===== src/hdl/conv_ctrl_pkg.sv =====
package conv_ctrl_pkg;

	// Conversion timing, in cycles of the external master clock
	localparam logic [5:0] CONV_CYCLES = 6'h10;
	localparam logic [5:0] BUSY_CLEAR_CYCLE = 6'h0c;
	localparam logic [5:0] FRAME_BITS_DUAL = 6'h10;
	localparam logic [5:0] FRAME_BITS_SINGLE = 6'h20;

	localparam int CODE_BITS = 12;
	localparam int FRAME_BITS = 16;
	localparam int WORD_BITS = 2 * FRAME_BITS + 1;

	// Pair flag carried in the second frame bit
	localparam logic PAIR_A = 1'b0;
	localparam logic PAIR_B = 1'b1;

	// Register map (byte addresses)
	localparam logic [3:0] ADDR_STATUS = 4'h0;
	localparam logic [3:0] ADDR_RESULT_A = 4'h4;
	localparam logic [3:0] ADDR_RESULT_B = 4'h8;
	localparam logic [3:0] ADDR_CONV_LEN = 4'hc;

	localparam logic [5:0] CONV_LEN_RESET = 6'h10;

	// Status field positions
	localparam int STAT_BUSY = 0;
	localparam int STAT_CHAN = 1;
	localparam int STAT_SKIP = 2;
	localparam int STAT_FULL = 3;
	localparam int STAT_SHIFT = 4;

	// Index of each pin in the synchroniser bank
	localparam int PIN_MCLK = 0;
	localparam int PIN_START = 1;
	localparam int PIN_RSYNC = 2;
	localparam int PIN_CHCNT = 3;
	localparam int PIN_PORT = 4;
	localparam int PIN_ADDR = 5;
	localparam int PIN_COUNT = 6;

	typedef enum logic [1:0] {
		ST_IDLE = 2'b00,
		ST_ADDR = 2'b01,
		ST_CONV = 2'b11
	} conv_state_t;

endpackage : conv_ctrl_pkg


===== src/hdl/dual_adc_conversion_control.sv =====
`timescale 1ns/1ps
module dual_adc_conversion_control
	import conv_ctrl_pkg::*;
(
	input wire logic ref_clk,
	input wire logic resetn,
	input wire logic master_clock,
	input wire logic convert_start,
	input wire logic read_sync,
	input wire logic channel_count_select,
	input wire logic output_port_select,
	input wire logic pair_address_select,
	input wire logic [CODE_BITS-1:0] code_a,
	input wire logic [CODE_BITS-1:0] code_b,
	output logic hold_a,
	output logic hold_b,
	output logic input_select,
	output logic busy,
	output logic serial_a,
	output logic serial_b,
	output logic serial_b_oe,
	input wire logic [3:0] reg_addr,
	input wire logic [31:0] reg_wdata,
	input wire logic reg_write,
	input wire logic reg_read,
	output logic [31:0] reg_rdata
);
	// Pin synchronisers: stage one feeds stage two only
	logic [PIN_COUNT-1:0] meta_q, sync_q, pin_bank;
	logic mclk_prev_q, start_prev_q, rsync_prev_q;
	assign pin_bank = {pair_address_select, output_port_select, channel_count_select, read_sync,
		convert_start, master_clock};

	genvar gi;
	generate
		for (gi = 0; gi < PIN_COUNT; gi++)
		begin : g_sync
			always_ff @(posedge ref_clk or negedge resetn)
			begin
				if (!resetn)
				begin
					meta_q[gi] <= 1'b0;
					sync_q[gi] <= 1'b0;
				end
				else
				begin
					meta_q[gi] <= pin_bank[gi];
					sync_q[gi] <= meta_q[gi];
				end
			end
		end
	endgenerate

	always_ff @(posedge ref_clk or negedge resetn)
	begin
		if (!resetn)
		begin
			mclk_prev_q <= 1'b0;
			start_prev_q <= 1'b0;
			rsync_prev_q <= 1'b0;
		end
		else
		begin
			mclk_prev_q <= sync_q[PIN_MCLK];
			start_prev_q <= sync_q[PIN_START];
			rsync_prev_q <= sync_q[PIN_RSYNC];
		end
	end

	logic m_rise, m_fall, start_rise, rsync_fall, four_ch, a_only;
	assign m_rise = sync_q[PIN_MCLK] && !mclk_prev_q;
	assign m_fall = !sync_q[PIN_MCLK] && mclk_prev_q;
	assign start_rise = sync_q[PIN_START] && !start_prev_q;
	assign rsync_fall = !sync_q[PIN_RSYNC] && rsync_prev_q;
	assign four_ch = sync_q[PIN_CHCNT];
	assign a_only = sync_q[PIN_PORT];

	// Software-set conversion length; never shorter than the minimum
	logic [5:0] conv_len_q, conv_len_d, conv_len_eff;
	assign conv_len_eff = (conv_len_q < CONV_CYCLES) ? CONV_CYCLES : conv_len_q;

	// Conversion sequencer
	conv_state_t state_q, state_d;
	logic [5:0] cnt_q, cnt_d;
	logic hold_q, hold_d, busy_q, busy_d, chan_q, chan_d, addr_q, addr_d;
	logic skip_q, skip_d, conv_done, start_ok;
	logic [CODE_BITS-1:0] res_a_q, res_a_d, res_b_q, res_b_d;
	logic buf_in_ready, buf_out_valid, buf_pop;
	logic [WORD_BITS-1:0] buf_in_data, buf_out_data;

	always_comb
	begin
		state_d = state_q;
		cnt_d = cnt_q;
		hold_d = hold_q;
		busy_d = busy_q;
		chan_d = chan_q;
		addr_d = addr_q;
		skip_d = skip_q;
		res_a_d = res_a_q;
		res_b_d = res_b_q;
		conv_done = 1'b0;
		start_ok = 1'b0;
		unique case (state_q)
			ST_IDLE:
			begin
				// A full buffer refuses new conversions so no result is dropped
				// A swallowed start needs no buffer room, so it is consumed even when full
				if (start_rise && a_only && skip_q)
					skip_d = 1'b0;
				else if (start_rise && buf_in_ready)
				begin
					start_ok = 1'b1;
					skip_d = a_only;
					hold_d = 1'b1;
					busy_d = 1'b1;
					cnt_d = '0;
					state_d = ST_ADDR;
				end
			end
			ST_ADDR:
			begin
				if (m_rise)
					cnt_d = cnt_q + 6'h01;
				else if (m_fall && cnt_q != '0)
				begin
					if (!four_ch)
						addr_d = sync_q[PIN_ADDR];
					state_d = ST_CONV;
				end
			end
			ST_CONV:
			begin
				if (m_rise)
				begin
					cnt_d = cnt_q + 6'h01;
					if (cnt_d == BUSY_CLEAR_CYCLE)
						busy_d = 1'b0;
					if (cnt_d == conv_len_eff)
					begin
						conv_done = 1'b1;
						hold_d = 1'b0;
						busy_d = 1'b0;
						res_a_d = code_a;
						res_b_d = code_b;
						chan_d = four_ch ? !chan_q : addr_q;
						state_d = ST_IDLE;
					end
				end
			end
		endcase
	end

	always_ff @(posedge ref_clk or negedge resetn)
	begin
		if (!resetn)
		begin
			state_q <= ST_IDLE;
			cnt_q <= '0;
			hold_q <= 1'b0;
			busy_q <= 1'b0;
			chan_q <= 1'b0;
			addr_q <= 1'b0;
			skip_q <= 1'b0;
			res_a_q <= '0;
			res_b_q <= '0;
		end
		else
		begin
			state_q <= state_d;
			cnt_q <= cnt_d;
			hold_q <= hold_d;
			busy_q <= busy_d;
			chan_q <= chan_d;
			addr_q <= addr_d;
			skip_q <= skip_d;
			res_a_q <= res_a_d;
			res_b_q <= res_b_d;
		end
	end

	// One sampler control for both pairs keeps their aperture identical
	assign hold_a = hold_q;
	assign hold_b = hold_q;
	assign input_select = chan_q;
	assign busy = busy_q;

	// Word: output mode, frame A, frame B; codes pass untouched
	assign buf_in_data = {a_only, chan_q, PAIR_A, code_a, 2'b00, chan_q, PAIR_B, code_b, 2'b00};

	pair_buffer #(
		.WIDTH(WORD_BITS),
		.DEPTH(2)
	) u_buf (
		.ref_clk(ref_clk),
		.resetn(resetn),
		.in_valid(conv_done),
		.in_ready(buf_in_ready),
		.in_data(buf_in_data),
		.out_valid(buf_out_valid),
		.out_ready(buf_pop),
		.out_data(buf_out_data)
	);

	// Serialiser: starts on the trailing edge of read sync
	logic [2*FRAME_BITS-1:0] sh_a_q, sh_a_d;
	logic [FRAME_BITS-1:0] sh_b_q, sh_b_d;
	logic [5:0] bits_q, bits_d;
	logic b_oe_q, b_oe_d;
	logic word_a_only;
	assign word_a_only = buf_out_data[WORD_BITS-1];

	always_comb
	begin
		sh_a_d = sh_a_q;
		sh_b_d = sh_b_q;
		bits_d = bits_q;
		b_oe_d = b_oe_q;
		buf_pop = 1'b0;
		if (rsync_fall && bits_q == '0 && buf_out_valid)
		begin
			buf_pop = 1'b1;
			b_oe_d = !word_a_only;
			sh_b_d = buf_out_data[FRAME_BITS-1:0];
			if (word_a_only)
			begin
				sh_a_d = buf_out_data[2*FRAME_BITS-1:0];
				bits_d = FRAME_BITS_SINGLE;
			end
			else
			begin
				sh_a_d = {buf_out_data[2*FRAME_BITS-1:FRAME_BITS], {FRAME_BITS{1'b0}}};
				bits_d = FRAME_BITS_DUAL;
			end
		end
		else if (m_rise && bits_q != '0)
		begin
			sh_a_d = {sh_a_q[2*FRAME_BITS-2:0], 1'b0};
			sh_b_d = {sh_b_q[FRAME_BITS-2:0], 1'b0};
			bits_d = bits_q - 6'h01;
		end
	end

	always_ff @(posedge ref_clk or negedge resetn)
	begin
		if (!resetn)
		begin
			sh_a_q <= '0;
			sh_b_q <= '0;
			bits_q <= '0;
			b_oe_q <= 1'b1;
		end
		else
		begin
			sh_a_q <= sh_a_d;
			sh_b_q <= sh_b_d;
			bits_q <= bits_d;
			b_oe_q <= b_oe_d;
		end
	end

	assign serial_a = sh_a_q[2*FRAME_BITS-1];
	assign serial_b = sh_b_q[FRAME_BITS-1];
	assign serial_b_oe = b_oe_q;

	// Register port: read data stand only in the cycle after the strobe
	logic [31:0] rdata_q, rdata_d;

	function automatic logic [31:0] sext_code(input logic [CODE_BITS-1:0] c);
		sext_code = {{(32 - CODE_BITS){c[CODE_BITS-1]}}, c};
	endfunction : sext_code

	always_comb
	begin
		conv_len_d = conv_len_q;
		rdata_d = '0;
		if (reg_write && reg_addr == ADDR_CONV_LEN)
			conv_len_d = reg_wdata[5:0];
		if (reg_read)
		begin
			unique case (reg_addr)
				ADDR_STATUS:
				begin
					rdata_d[STAT_BUSY] = busy_q;
					rdata_d[STAT_CHAN] = chan_q;
					rdata_d[STAT_SKIP] = skip_q;
					rdata_d[STAT_FULL] = !buf_in_ready;
					rdata_d[STAT_SHIFT] = bits_q != '0;
				end
				ADDR_RESULT_A: rdata_d = sext_code(res_a_q);
				ADDR_RESULT_B: rdata_d = sext_code(res_b_q);
				ADDR_CONV_LEN: rdata_d = {26'h0000000, conv_len_q};
				default: rdata_d = '0;
			endcase
		end
	end

	always_ff @(posedge ref_clk or negedge resetn)
	begin
		if (!resetn)
		begin
			conv_len_q <= CONV_LEN_RESET;
			rdata_q <= '0;
		end
		else
		begin
			conv_len_q <= conv_len_d;
			rdata_q <= rdata_d;
		end
	end

	assign reg_rdata = rdata_q;

	// Checks
	AST_CONV_MIN: assert property (@(posedge ref_clk) disable iff (!resetn)
		conv_done |-> cnt_d >= CONV_CYCLES)
		else $error("conversion ended early");
	AST_START_HOLD: assert property (@(posedge ref_clk) disable iff (!resetn)
		start_ok |=> hold_a && hold_b && busy && state_q == ST_ADDR)
		else $error("start did not hold both samplers");
	AST_SAME_HOLD: assert property (@(posedge ref_clk) disable iff (!resetn)
		hold_a == hold_b)
		else $error("samplers out of step");
	AST_TWO_CH_ADDR: assert property (@(posedge ref_clk) disable iff (!resetn)
		(conv_done && !four_ch) |=> input_select == $past(addr_q))
		else $error("two-channel address not applied");
	AST_FOUR_CH_TOGGLE: assert property (@(posedge ref_clk) disable iff (!resetn)
		(conv_done && four_ch) |=> input_select != $past(input_select))
		else $error("four-channel input did not alternate");
	AST_ADDR_LATCH: assert property (@(posedge ref_clk) disable iff (!resetn)
		(state_q == ST_ADDR && m_fall && cnt_q != '0 && !four_ch)
		|=> addr_q == $past(sync_q[PIN_ADDR]) && state_q == ST_CONV)
		else $error("address not latched on first falling edge");
	AST_B_OFF: assert property (@(posedge ref_clk) disable iff (!resetn)
		(buf_pop && word_a_only) |=> !serial_b_oe && bits_q == FRAME_BITS_SINGLE)
		else $error("output B still driven in single-port mode");
	AST_FRAME_HEAD: assert property (@(posedge ref_clk) disable iff (!resetn)
		(buf_pop && !word_a_only)
		|=> serial_a == $past(buf_out_data[2*FRAME_BITS-1]) && bits_q == FRAME_BITS_DUAL)
		else $error("frame did not open with channel flag");
	AST_SKIP_START: assert property (@(posedge ref_clk) disable iff (!resetn)
		(state_q == ST_IDLE && start_rise && a_only && skip_q)
		|=> state_q == ST_IDLE && !skip_q)
		else $error("second start in single-port mode not ignored");
	AST_BUSY_CLEAR: assert property (@(posedge ref_clk) disable iff (!resetn)
		(state_q == ST_CONV && m_rise && cnt_q == BUSY_CLEAR_CYCLE - 6'h01) |=> !busy)
		else $error("busy not cleared after third LSB");

endmodule : dual_adc_conversion_control


===== src/hdl/pair_buffer.sv =====
`timescale 1ns/1ps
module pair_buffer
	import conv_ctrl_pkg::*;
#(
	parameter int WIDTH = 33,
	parameter int DEPTH = 2
)
(
	input wire logic ref_clk,
	input wire logic resetn,
	input wire logic in_valid,
	output logic in_ready,
	input wire logic [WIDTH-1:0] in_data,
	output logic out_valid,
	input wire logic out_ready,
	output logic [WIDTH-1:0] out_data
);
	localparam int AW = (DEPTH > 1) ? $clog2(DEPTH) : 1;
	localparam logic [AW:0] DEPTH_CNT = (AW + 1)'(DEPTH);
	localparam logic [AW-1:0] LAST = (AW)'(DEPTH - 1);

	logic [WIDTH-1:0] mem [DEPTH];
	logic [AW-1:0] wr_ptr_q, wr_ptr_d, rd_ptr_q, rd_ptr_d;
	logic [AW:0] count_q, count_d;
	logic push, pop;

	assign in_ready = count_q != DEPTH_CNT;
	assign out_valid = count_q != '0;
	assign out_data = mem[rd_ptr_q];

	always_comb
	begin
		push = in_valid && in_ready;
		pop = out_valid && out_ready;
		wr_ptr_d = wr_ptr_q;
		rd_ptr_d = rd_ptr_q;
		count_d = count_q;
		if (push)
			wr_ptr_d = (wr_ptr_q == LAST) ? '0 : wr_ptr_q + 1'b1;
		if (pop)
			rd_ptr_d = (rd_ptr_q == LAST) ? '0 : rd_ptr_q + 1'b1;
		if (push && !pop)
			count_d = count_q + 1'b1;
		else if (pop && !push)
			count_d = count_q - 1'b1;
	end

	always_ff @(posedge ref_clk or negedge resetn)
	begin
		if (!resetn)
		begin
			wr_ptr_q <= '0;
			rd_ptr_q <= '0;
			count_q <= '0;
		end
		else
		begin
			wr_ptr_q <= wr_ptr_d;
			rd_ptr_q <= rd_ptr_d;
			count_q <= count_d;
		end
	end

	// Storage needs no reset; only words counted as held are ever read
	always_ff @(posedge ref_clk)
	begin
		if (push)
			mem[wr_ptr_q] <= in_data;
	end

endmodule : pair_buffer


===== config.mk =====
export PLATFORM = sky130hd
export DESIGN_NAME = dual_adc_conversion_control
export DESIGN_NICKNAME = d
export VERILOG_FILES = /design/src/hdl/conv_ctrl_pkg.sv /design/src/hdl/dual_adc_conversion_control.sv /design/src/hdl/pair_buffer.sv
export SDC_FILE = /design/constraint.sdc
export NUM_CORES = 1
export LEC_CHECK = 0
export ABC_AREA = 1
export ABC_CLOCK_PERIOD_IN_PS = 4650
export BUFFER_PORTS_ARGS = -buffer_cell sky130_fd_sc_hd__buf_2
export CORE_MARGIN = 4
export CORE_UTILIZATION = 57
export DETAILED_ROUTE_END_ITERATION = 6
export GPL_TIMING_DRIVEN = 0
export PLACE_DENSITY = 0.79
export SETUP_SLACK_MARGIN = 0.2
export SLEW_MARGIN = 40
export SYNTH_ARGS = -nofsm -noshare
export SYNTH_HDL_FRONTEND = slang
export SYNTH_SLANG_ARGS = --single-unit

===== constraint.sdc =====
create_clock -name ref_clk -period 4.65 [get_ports ref_clk]
set_clock_uncertainty 0.2 [all_clocks]
set_input_delay 0.465 -clock ref_clk [delete_from_list [all_inputs] [get_ports ref_clk]]
set_output_delay 0.465 -clock ref_clk [all_outputs]
set_load 0.03 [all_outputs]

==> results of run 1 <==
-- where the power goes --
group / total [mW] / leakage, nW / internal (mW) / switching, mW
Combinational: 0.961 / 2.05 / 0.349 / 0.612
Clock: 1.41 / 0.283 / 0.812 / 0.603
Sequential: 2.03 / 1.86 / 1.88 / 0.151
-- area by class of cell --
class                   count  area (sq um)  area share
inverters                  90         337.8     0.03760
repair buffers             90         528.0     0.05877
flip-flops and latches    177          4692      0.5223
well taps                 176         220.2     0.02451
multi-input cells         459          2310      0.2571
plain buffers              49         299.0     0.03329
clock buffers              18         439.2     0.04889
clock inverters            14         157.7     0.01755
-- worst max-delay path, stage by stage, from the launching register on --
cell and delay, ns:
dfrtp_1 0.47, inv_2 0.11, ha_1 0.31, inv_1 0.07, nand3_1 0.12, nand2_1 0.08, nor2_1 0.14, nand3_2 0.13
nor2_8 0.19, nand3_1 0.18, inv_1 0.12, ha_1 0.25, a21oi_1 0.11, o21ai_0 0.10, xor2_1 0.15
-- Yosys cell counts --
cell	instances
inv_1	85
mux2i_1	6
a21oi_2	1
ha_1	5
a21oi_1	45
buf_1	1
nor2_1	68
buf_4	25
o22ai_1	25
nand2_4	1
nand2_1	161
mux2_2	1
or3b_2	1
o21bai_1	1
clkbuf_1	16
edfxtp_1	52
o211ai_1	2
nand3_1	44
inv_2	3
a22oi_1	1
nand3b_4	1
nand3_2	6
xnor2_1	3
nor2_2	2
nor2_8	1
clkinv_1	2
dfstp_2	2
buf_2	5
o221ai_1	1
or2_2	1
nor3_1	1
nand2_2	1
dfrtp_1	123
xor2_1	5
a221oi_1	11
nor2_4	1
o21ai_0	47
o21ai_1	3
nand4_1	13
buf_6	2
-- metrics by stage --
step | area, sq um | power [mW]
2_1_floorplan | 7631 | 2.728
3_3_place_gp | 8257 | 2.966
3_5_place_dp | 8317 | 3.006
4_1_cts | 8984 | 4.422
5_1_grt | 8984 | 4.652
6_report | 8984 | 4.401
-- per-layer routing --
metal  track usage  routed length, um  part of all wire  up-vias
li1              -                  -                 -     2772
met1        0.3120               7254              0.45     2689
met2        0.3603               8030              0.49      168
met3       0.05677                835             0.051       16
met4       0.06228                140            0.0086        0
met5             0                  0                 0        -
-- worst max-delay path by stage --
| stage | from | end | slack, ns | cells past startpoint |
|---|---|---|---|---|
| detailed placement | cnt_q[0] | u_buf.count_q[1] | 1.84 | 14 |
| global placement | cnt_q[0] | u_buf.mem[0][6] | 0.77 | 10 |
| finish | cnt_q[0] | u_buf.count_q[1] | 1.81 | 14 |
| global route | cnt_q[0] | u_buf.count_q[1] | 1.61 | 14 |
| floorplan | cnt_q[0] | u_buf.mem[0][0] | 1.43 | 10 |
| CTS | cnt_q[0] | u_buf.count_q[1] | 1.82 | 14 |
-- layout by cell type, fill, tap and decap left out, types with 5 or more instances in the layout --
cell and n:
a21oi_1 45, a221oi_1 11, buf_2 85, buf_4 25
clkbuf_1 16, clkbuf_16 17, clkinv_4 6, dfrtp_1 123
dlygate4sd3_1 7, edfxtp_1 52, ha_1 5, inv_1 84
mux2i_1 6, nand2_1 161, nand3_1 44, nand3_2 6
nand4_1 13, nor2_1 67, o21ai_0 47, o22ai_1 25
xor2_1 5
-- state kept, by name (all words and copies together) (netlist names), 2 cells and up --
| signal | flops |
|---|---|
| meta_q | 6 |
| conv_len_q | 6 |
| u_buf.count_q | 2 |
| sh_b_q | 14 |
| bits_q | 6 |
| sh_a_q | 30 |
| state_q | 2 |
| reg_rdata | 12 |
| sync_q | 4 |
| res_a_q | 12 |
| cnt_q | 6 |
| u_buf.mem | 52 |
| res_b_q | 12 |
-- cells by family after synthesis --
family,after synthesis,synth area share
and+or+nand+nor,302,0.1733
DFF,177,0.6149
AOI/OAI and AO/OA,137,0.1017
adders and majority gates,5,0.008198
buffers and inverters,139,0.08346
xor gates and xnor gates,8,0.009182
muxes,7,0.009346
==> summary.md, run 1 <==
| Metric | Value |
|---|---|
| Worst slew margin | `0.4974` |
| Worst slew pin tran | `about 0.75 ns` |
| Setup WS post-layout | `about 1.8 ns` |
| Hold buffer count at CTS | `7` |
| Setup Buffers After CTS | `0` |
| Worst reg2reg path depth | `14` |
| Max Slew Vio Count | `0` |
| Die X | `between 100 and 150 um` |
| CTS Sinks | `between 150 and 200` |
| Min-delay src | `code_a[0]` |
| Post-synthesis area per instance | `~9.8 sq um` |
| Final period utilization | `0.6112` |
| Seq/Total Area, Yosys | `0.6149` |
| Hold slack | `0.04708 ns` |
| Yosys cell types | `40` |
| Clock Latency Late Sink | `~0.43 ns` |
| Layout area overhead | `17.72%` |
| Post-CTS Resized | `0` |
| Crit-path max FO | `10` |
| Leak | `approximately 4.2 nW` |
| Gr usage total | `0.2263` |
| Clock tree buffer depth | `2` |
| Routed vias | `5,645` |
| Syn Nets | `850` |
| DRC | `0` |
| Mapped cell area | `approximately 7600 sq um` |
| Share of layout cells above drive strength 1 | `0.1906` |
| IO buf count | `81` |
| Gpl congestion | `0.8597` |
| Final Hold Fails | `0` |
| Capture point of the worst reg-to-reg path | `u_buf.count_q[1]` |
| Post-synthesis register bit count | `between 150 and 200` |
| Reg-to-Reg Start | `cnt_q[0]` |
| Layout Cells excl Fill | `1,073` |
| Status | `finished, final reports clean` |
| Max IR drop VDD | `between 0.3 and 0.4 mV` |
| Final wirelength | `~16,000 um` |
| Reg2reg setup slack | `around 1.8 ns` |
| Worst-path clk slew | `around 0.07 ns` |
| Placed Cells | `1,034` |
| Antenna Violating Nets Remaining | `0` |
| Global-route wire length before repair | `26,300 um` |
| Hold endpoint | `u_buf.mem[1][13]` |
| RSZ-0062 raised after global routing | `false` |
| Synth warn | `0` |
| Kind of critical path | `flop to flop` |
| Power Density | `just under 500 nW/um^2` |
| Number of antenna violations at the first check in global routing | `0` |
| Die Y | `123.7 um` |
| Startpoint Class | `flop` |
| Fillers | `~990` |
| Endpoints failing setup | `0` |
| Initial DRC Count | `437` |
| WP data required | `4.76 ns` |
| Mapped Cells | `~780` |
| GRT Residual Overflow | `0` |
| Worst hold path stage count | `1` |
| Detailed Place HPWL | `11,570 um` |
| Worst EP arrival | `2.95 ns` |
| Largest net degree at the start of global routing | `70` |
| Nets | `between 900 and 1,000` |
| Diode count | `0` |
| Routed len/inst | `about 15 um` |
| H-Tree Depth | `4` |
| CTS buffer count | `17` |
| F_max | `between 300 and 400 MHz` |
| Worst setup EP type | `flop` |
| Vias in the first global route | `5,286` |
| First-pass DRT Iterations | `5` |
| Starting density of the core | `0.5785` |
| DP Worst Slack | `between 1.5 and 2 ns` |
| DR vias/cell | `between 5 and 6` |
| IO Count | `between 100 and 150` |
| Area leader, netlist | `dfrtp_1` |
| Setup TNS | `0 ns` |
| Final core utilization | `0.6811` |
| Rows | `42` |
| Top post-synthesis cells by area | `dfrtp_1, edfxtp_1, nand2_1` |
| CTS tree | `built` |
| Root buffer cell | `clkbuf_16` |
| Core region area | `around 13,000 sq um` |
| Max Cap Viol | `0` |
| Clock period minus worst slack | `2.842 ns` |
| DIE AREA | `approximately 15,000 sq um` |
| HP Class | `input pin to flop` |
| Top-area cell type share of the netlist area | `0.4033` |
Power figures use the tool's default switching activity.
==> run 2, diff against run 1 <==
--- a/config.mk
+++ b/config.mk
@@ -6,7 +6,7 @@
 export NUM_CORES = 1
 export LEC_CHECK = 0
 export ABC_AREA = 1
-export ABC_CLOCK_PERIOD_IN_PS = 4650
+export ABC_CLOCK_PERIOD_IN_PS = 2860
 export BUFFER_PORTS_ARGS = -buffer_cell sky130_fd_sc_hd__buf_2
 export CORE_MARGIN = 4
 export CORE_UTILIZATION = 57
==> constraint.sdc (replaced) <==
create_clock -name ref_clk -period 2.86 [get_ports ref_clk]
set_clock_uncertainty 0.2 [all_clocks]
set_input_delay 0.286 -clock ref_clk [delete_from_list [all_inputs] [get_ports ref_clk]]
set_output_delay 0.286 -clock ref_clk [all_outputs]
set_load 0.03 [all_outputs]
==> summary.md, run 2 (synthesized netlist as in run 1, its figures left out) <==
| Metric | Value |
|---|---|
| Cell Area, Placed | `8302 sq um (-0.18%)` |
| H-Tree Depth | `4 (unchanged)` |
| Final core utilization | `0.7162 (+0.03510)` |
| HP Class | `input pin to flop` |
| Final Hold Fails | `0 (unchanged)` |
| Storage cell area | `4693 sq um (about the same)` |
| Rows | `42 (unchanged)` |
| RSZ-0062 raised after global routing | `true` |
| Initial DRC Count | `594 (+36%)` |
| Final period utilization | `0.9339 (+0.3228)` |
| Gpl congestion | `0.8665 (+0.79%)` |
| Worst setup EP type | `flop` |
| Layout Cells excl Fill | `1,116 (+4.0%)` |
| CP top delay family | `simple AND/OR/NAND/NOR gates` |
| Diode count | `0 (unchanged)` |
| Antenna Violating Nets Remaining | `0 (unchanged)` |
| Max Cap Viol | `0 (unchanged)` |
| Worst slew margin | `0.5389 (+0.04157)` |
| Largest regs | `u_buf.mem: 52 flops, sh_a_q: 30 flops, sh_b_q: 14 flops` |
| Status | `finished, final reports clean` |
| Max incr delay on CP | `0.44 ns (-0.03 ns)` |
| Max Slew Vio Count | `0 (unchanged)` |
| DR vias/cell | `5.562 (+5.7%)` |
| Detailed Place HPWL | `12,040 um (+4.1%)` |
| Commonest non-fill, non-tap cell in the layout | `nand2_1` |
| Die X | `123.7 um (unchanged)` |
| Core region area | `13,190 sq um (unchanged)` |
| Clock period minus worst slack | `2.671 ns (-0.1710 ns)` |
| Clock tree buffer depth | `2 (unchanged)` |
| Leak | `4.387 nW (+4.7%)` |
| Reg2reg setup slack | `0.19 ns (-1.62 ns)` |
| Power Total | `7.450 mW (+69%)` |
| CTS buffer count | `17 (unchanged)` |
| Max reg flops | `52 (unchanged)` |
| Commonest non-fill, non-tap cells in the layout | `nand2_1, dfrtp_1, buf_2` |
| Kind of critical path | `flop to flop` |
| Worst-path clk slew | `0.07 ns (about the same)` |
| Routed vias | `6,207 (+10%)` |
| Largest Register | `u_buf.mem` |
| Setup WS post-layout | `0.1890 ns (-1.619 ns)` |
| Share of layout cells above drive strength 1 | `0.1904 (-0.0002099)` |
| Slowest-stage cell, CP | `dfrtp_2` |
| Max IR drop VDD | `0.4787 mV (+47%)` |
| GRT Residual Overflow | `0 (unchanged)` |
| Final wirelength | `19,060 um (+17%)` |
| Vias in the first global route | `6,032 (+14%)` |
| Post-Layout Inst Area | `9447 sq um (+5.2%)` |
| Crit-path max FO | `5 (-5)` |
| Gr usage total | `0.2576 (+0.03135)` |
| IO buf count | `81 (unchanged)` |
| DP Worst Slack | `-0.07887 ns (-1.923 ns)` |
| CP Buf/Inv Count | `1 (-2)` |
| F_max | `374.4 MHz (+6.4%)` |
| Crit-path cells | `ha_2 > xnor2_2 > nand2_1 > nand2_1 > nand3_2 > nor2_8 > nand3_4 > inv_1 > ha_1 > a21oi_1 > o21ai_0 > xor2_1` |
| Number of antenna violations at the first check in global routing | `0 (unchanged)` |
| Routed len/inst | `17.08 um (+13%)` |
| Worst slew pin tran | `0.6916 ns (-0.06236 ns)` |
| Fillers | `897 (-9.5%)` |
| IO Count | `109 (unchanged)` |
| Nets | `1,002 (+4.5%)` |
| Starting density of the core | `0.5785 (unchanged)` |
| First-pass DRT Iterations | `5 (unchanged)` |
| Critical Path Most Common Cell | `nand2_1` |
| Placed Cells | `1,033 (-0.097%)` |
| CTS tree | `built` |
| CTS Sinks | `177 (unchanged)` |
| Footprint of the multi-input gates | `2364 sq um (+2.3%)` |
| Global-route wire length before repair | `29,880 um (+14%)` |
| Die Y | `123.7 um (unchanged)` |
| Clock Latency Late Sink | `0.44 ns (about the same)` |
| Largest net degree at the start of global routing | `75 (+7.1%)` |
| DIE AREA | `15,300 sq um (unchanged)` |
| Layout area overhead | `23.79%` |
| Worst EP arrival | `2.78 ns (-0.17 ns)` |
| Endpoints failing setup | `0 (unchanged)` |
| WP data required | `2.97 ns (-1.79 ns)` |
| DRC | `0 (unchanged)` |
| Root buffer cell | `clkbuf_16` |
| Startpoint Class | `flop` |
| Power Density | `788.7 nW/um^2 (+61%)` |
[run 2: cell types whose count changed in the layout (fill, tap and decap cells not counted), moves of 2 or more]
| cell | change |
|---|---|
| bufinv_16 | +2 |
| clkbuf_1 | +2 |
| dlygate4sd3_1 | +36 |
| clkinv_2 | +3 |
| ha_1 | -2 |
| clkinv_4 | -4 |
| buf_4 | +7 |
| clkinv_1 | +2 |
| clkinvlp_4 | -2 |
| nand3_4 | +2 |
| inv_6 | -2 |
[run 2: layout make-up]
class / instances / share of cell area
sequential: 177 / 0.4968
multi-input combinational: 460 / 0.2502
timing repair buffer: 132 / 0.09801
clock buffer: 20 / 0.04623
inverter: 90 / 0.03589
buffer: 49 / 0.03179
tap: 176 / 0.02331
clock inverter: 12 / 0.01775
[run 2: power by group]
group / internal, mW / switching, mW / total [mW]
Clock: 1.45 / 0.952 / 2.40
Sequential: 3.05 / 0.253 / 3.30
Combinational: 0.641 / 1.10 / 1.74
[run 2: through the flow]
step	hold slack, ns	TNS (ns)
after global routing	0.1154	0
final	0.1021	0
after detailed placement	0.02843	-2.030
after global placement	0.1380	-48.57
after floorplan	-0.2096	0
after CTS	0.07505	0
[run 2: layer usage]
layer  track usage  up-vias  share of wire
met3       0.05858       62          0.062
met5             0        -              0
met1        0.3207     3011           0.39
met2        0.4292      277           0.51
li1              -     2857              -
met4        0.1197        0          0.035
[run 2: what timing repair did]
item | in CTS | in global routing
pin swaps | 3 | 3
endpoints found under the setup margin | 54 | 27
gates cloned | 1 | 0
hold buffers | 43 | 0
gates resized for setup | 6 | 5
hold endpoints to repair | 186 | 0
buffers inserted | 4 | 3
[run 2: worst paths after layout]
check / startpoint / end / depth (start not counted)
setup / recovery: cnt_q[0] / u_buf.count_q[1] / 12
min in group asynchronous: resetn / sh_b_q[13] / 2
setup reg to reg: cnt_q[0] / u_buf.count_q[1] / 12
hold reg to reg: meta_q[2] / sync_q[2] / 0
hold / removal: reg_addr[3] / reg_rdata[8] / 3
max in group asynchronous: resetn / conv_len_q[4] / 3
[run 2: worst min-delay path, stage by stage]
cell and delay [ns]:
clkbuf_1 0.20, nand4_1 0.14, a21oi_1 0.06
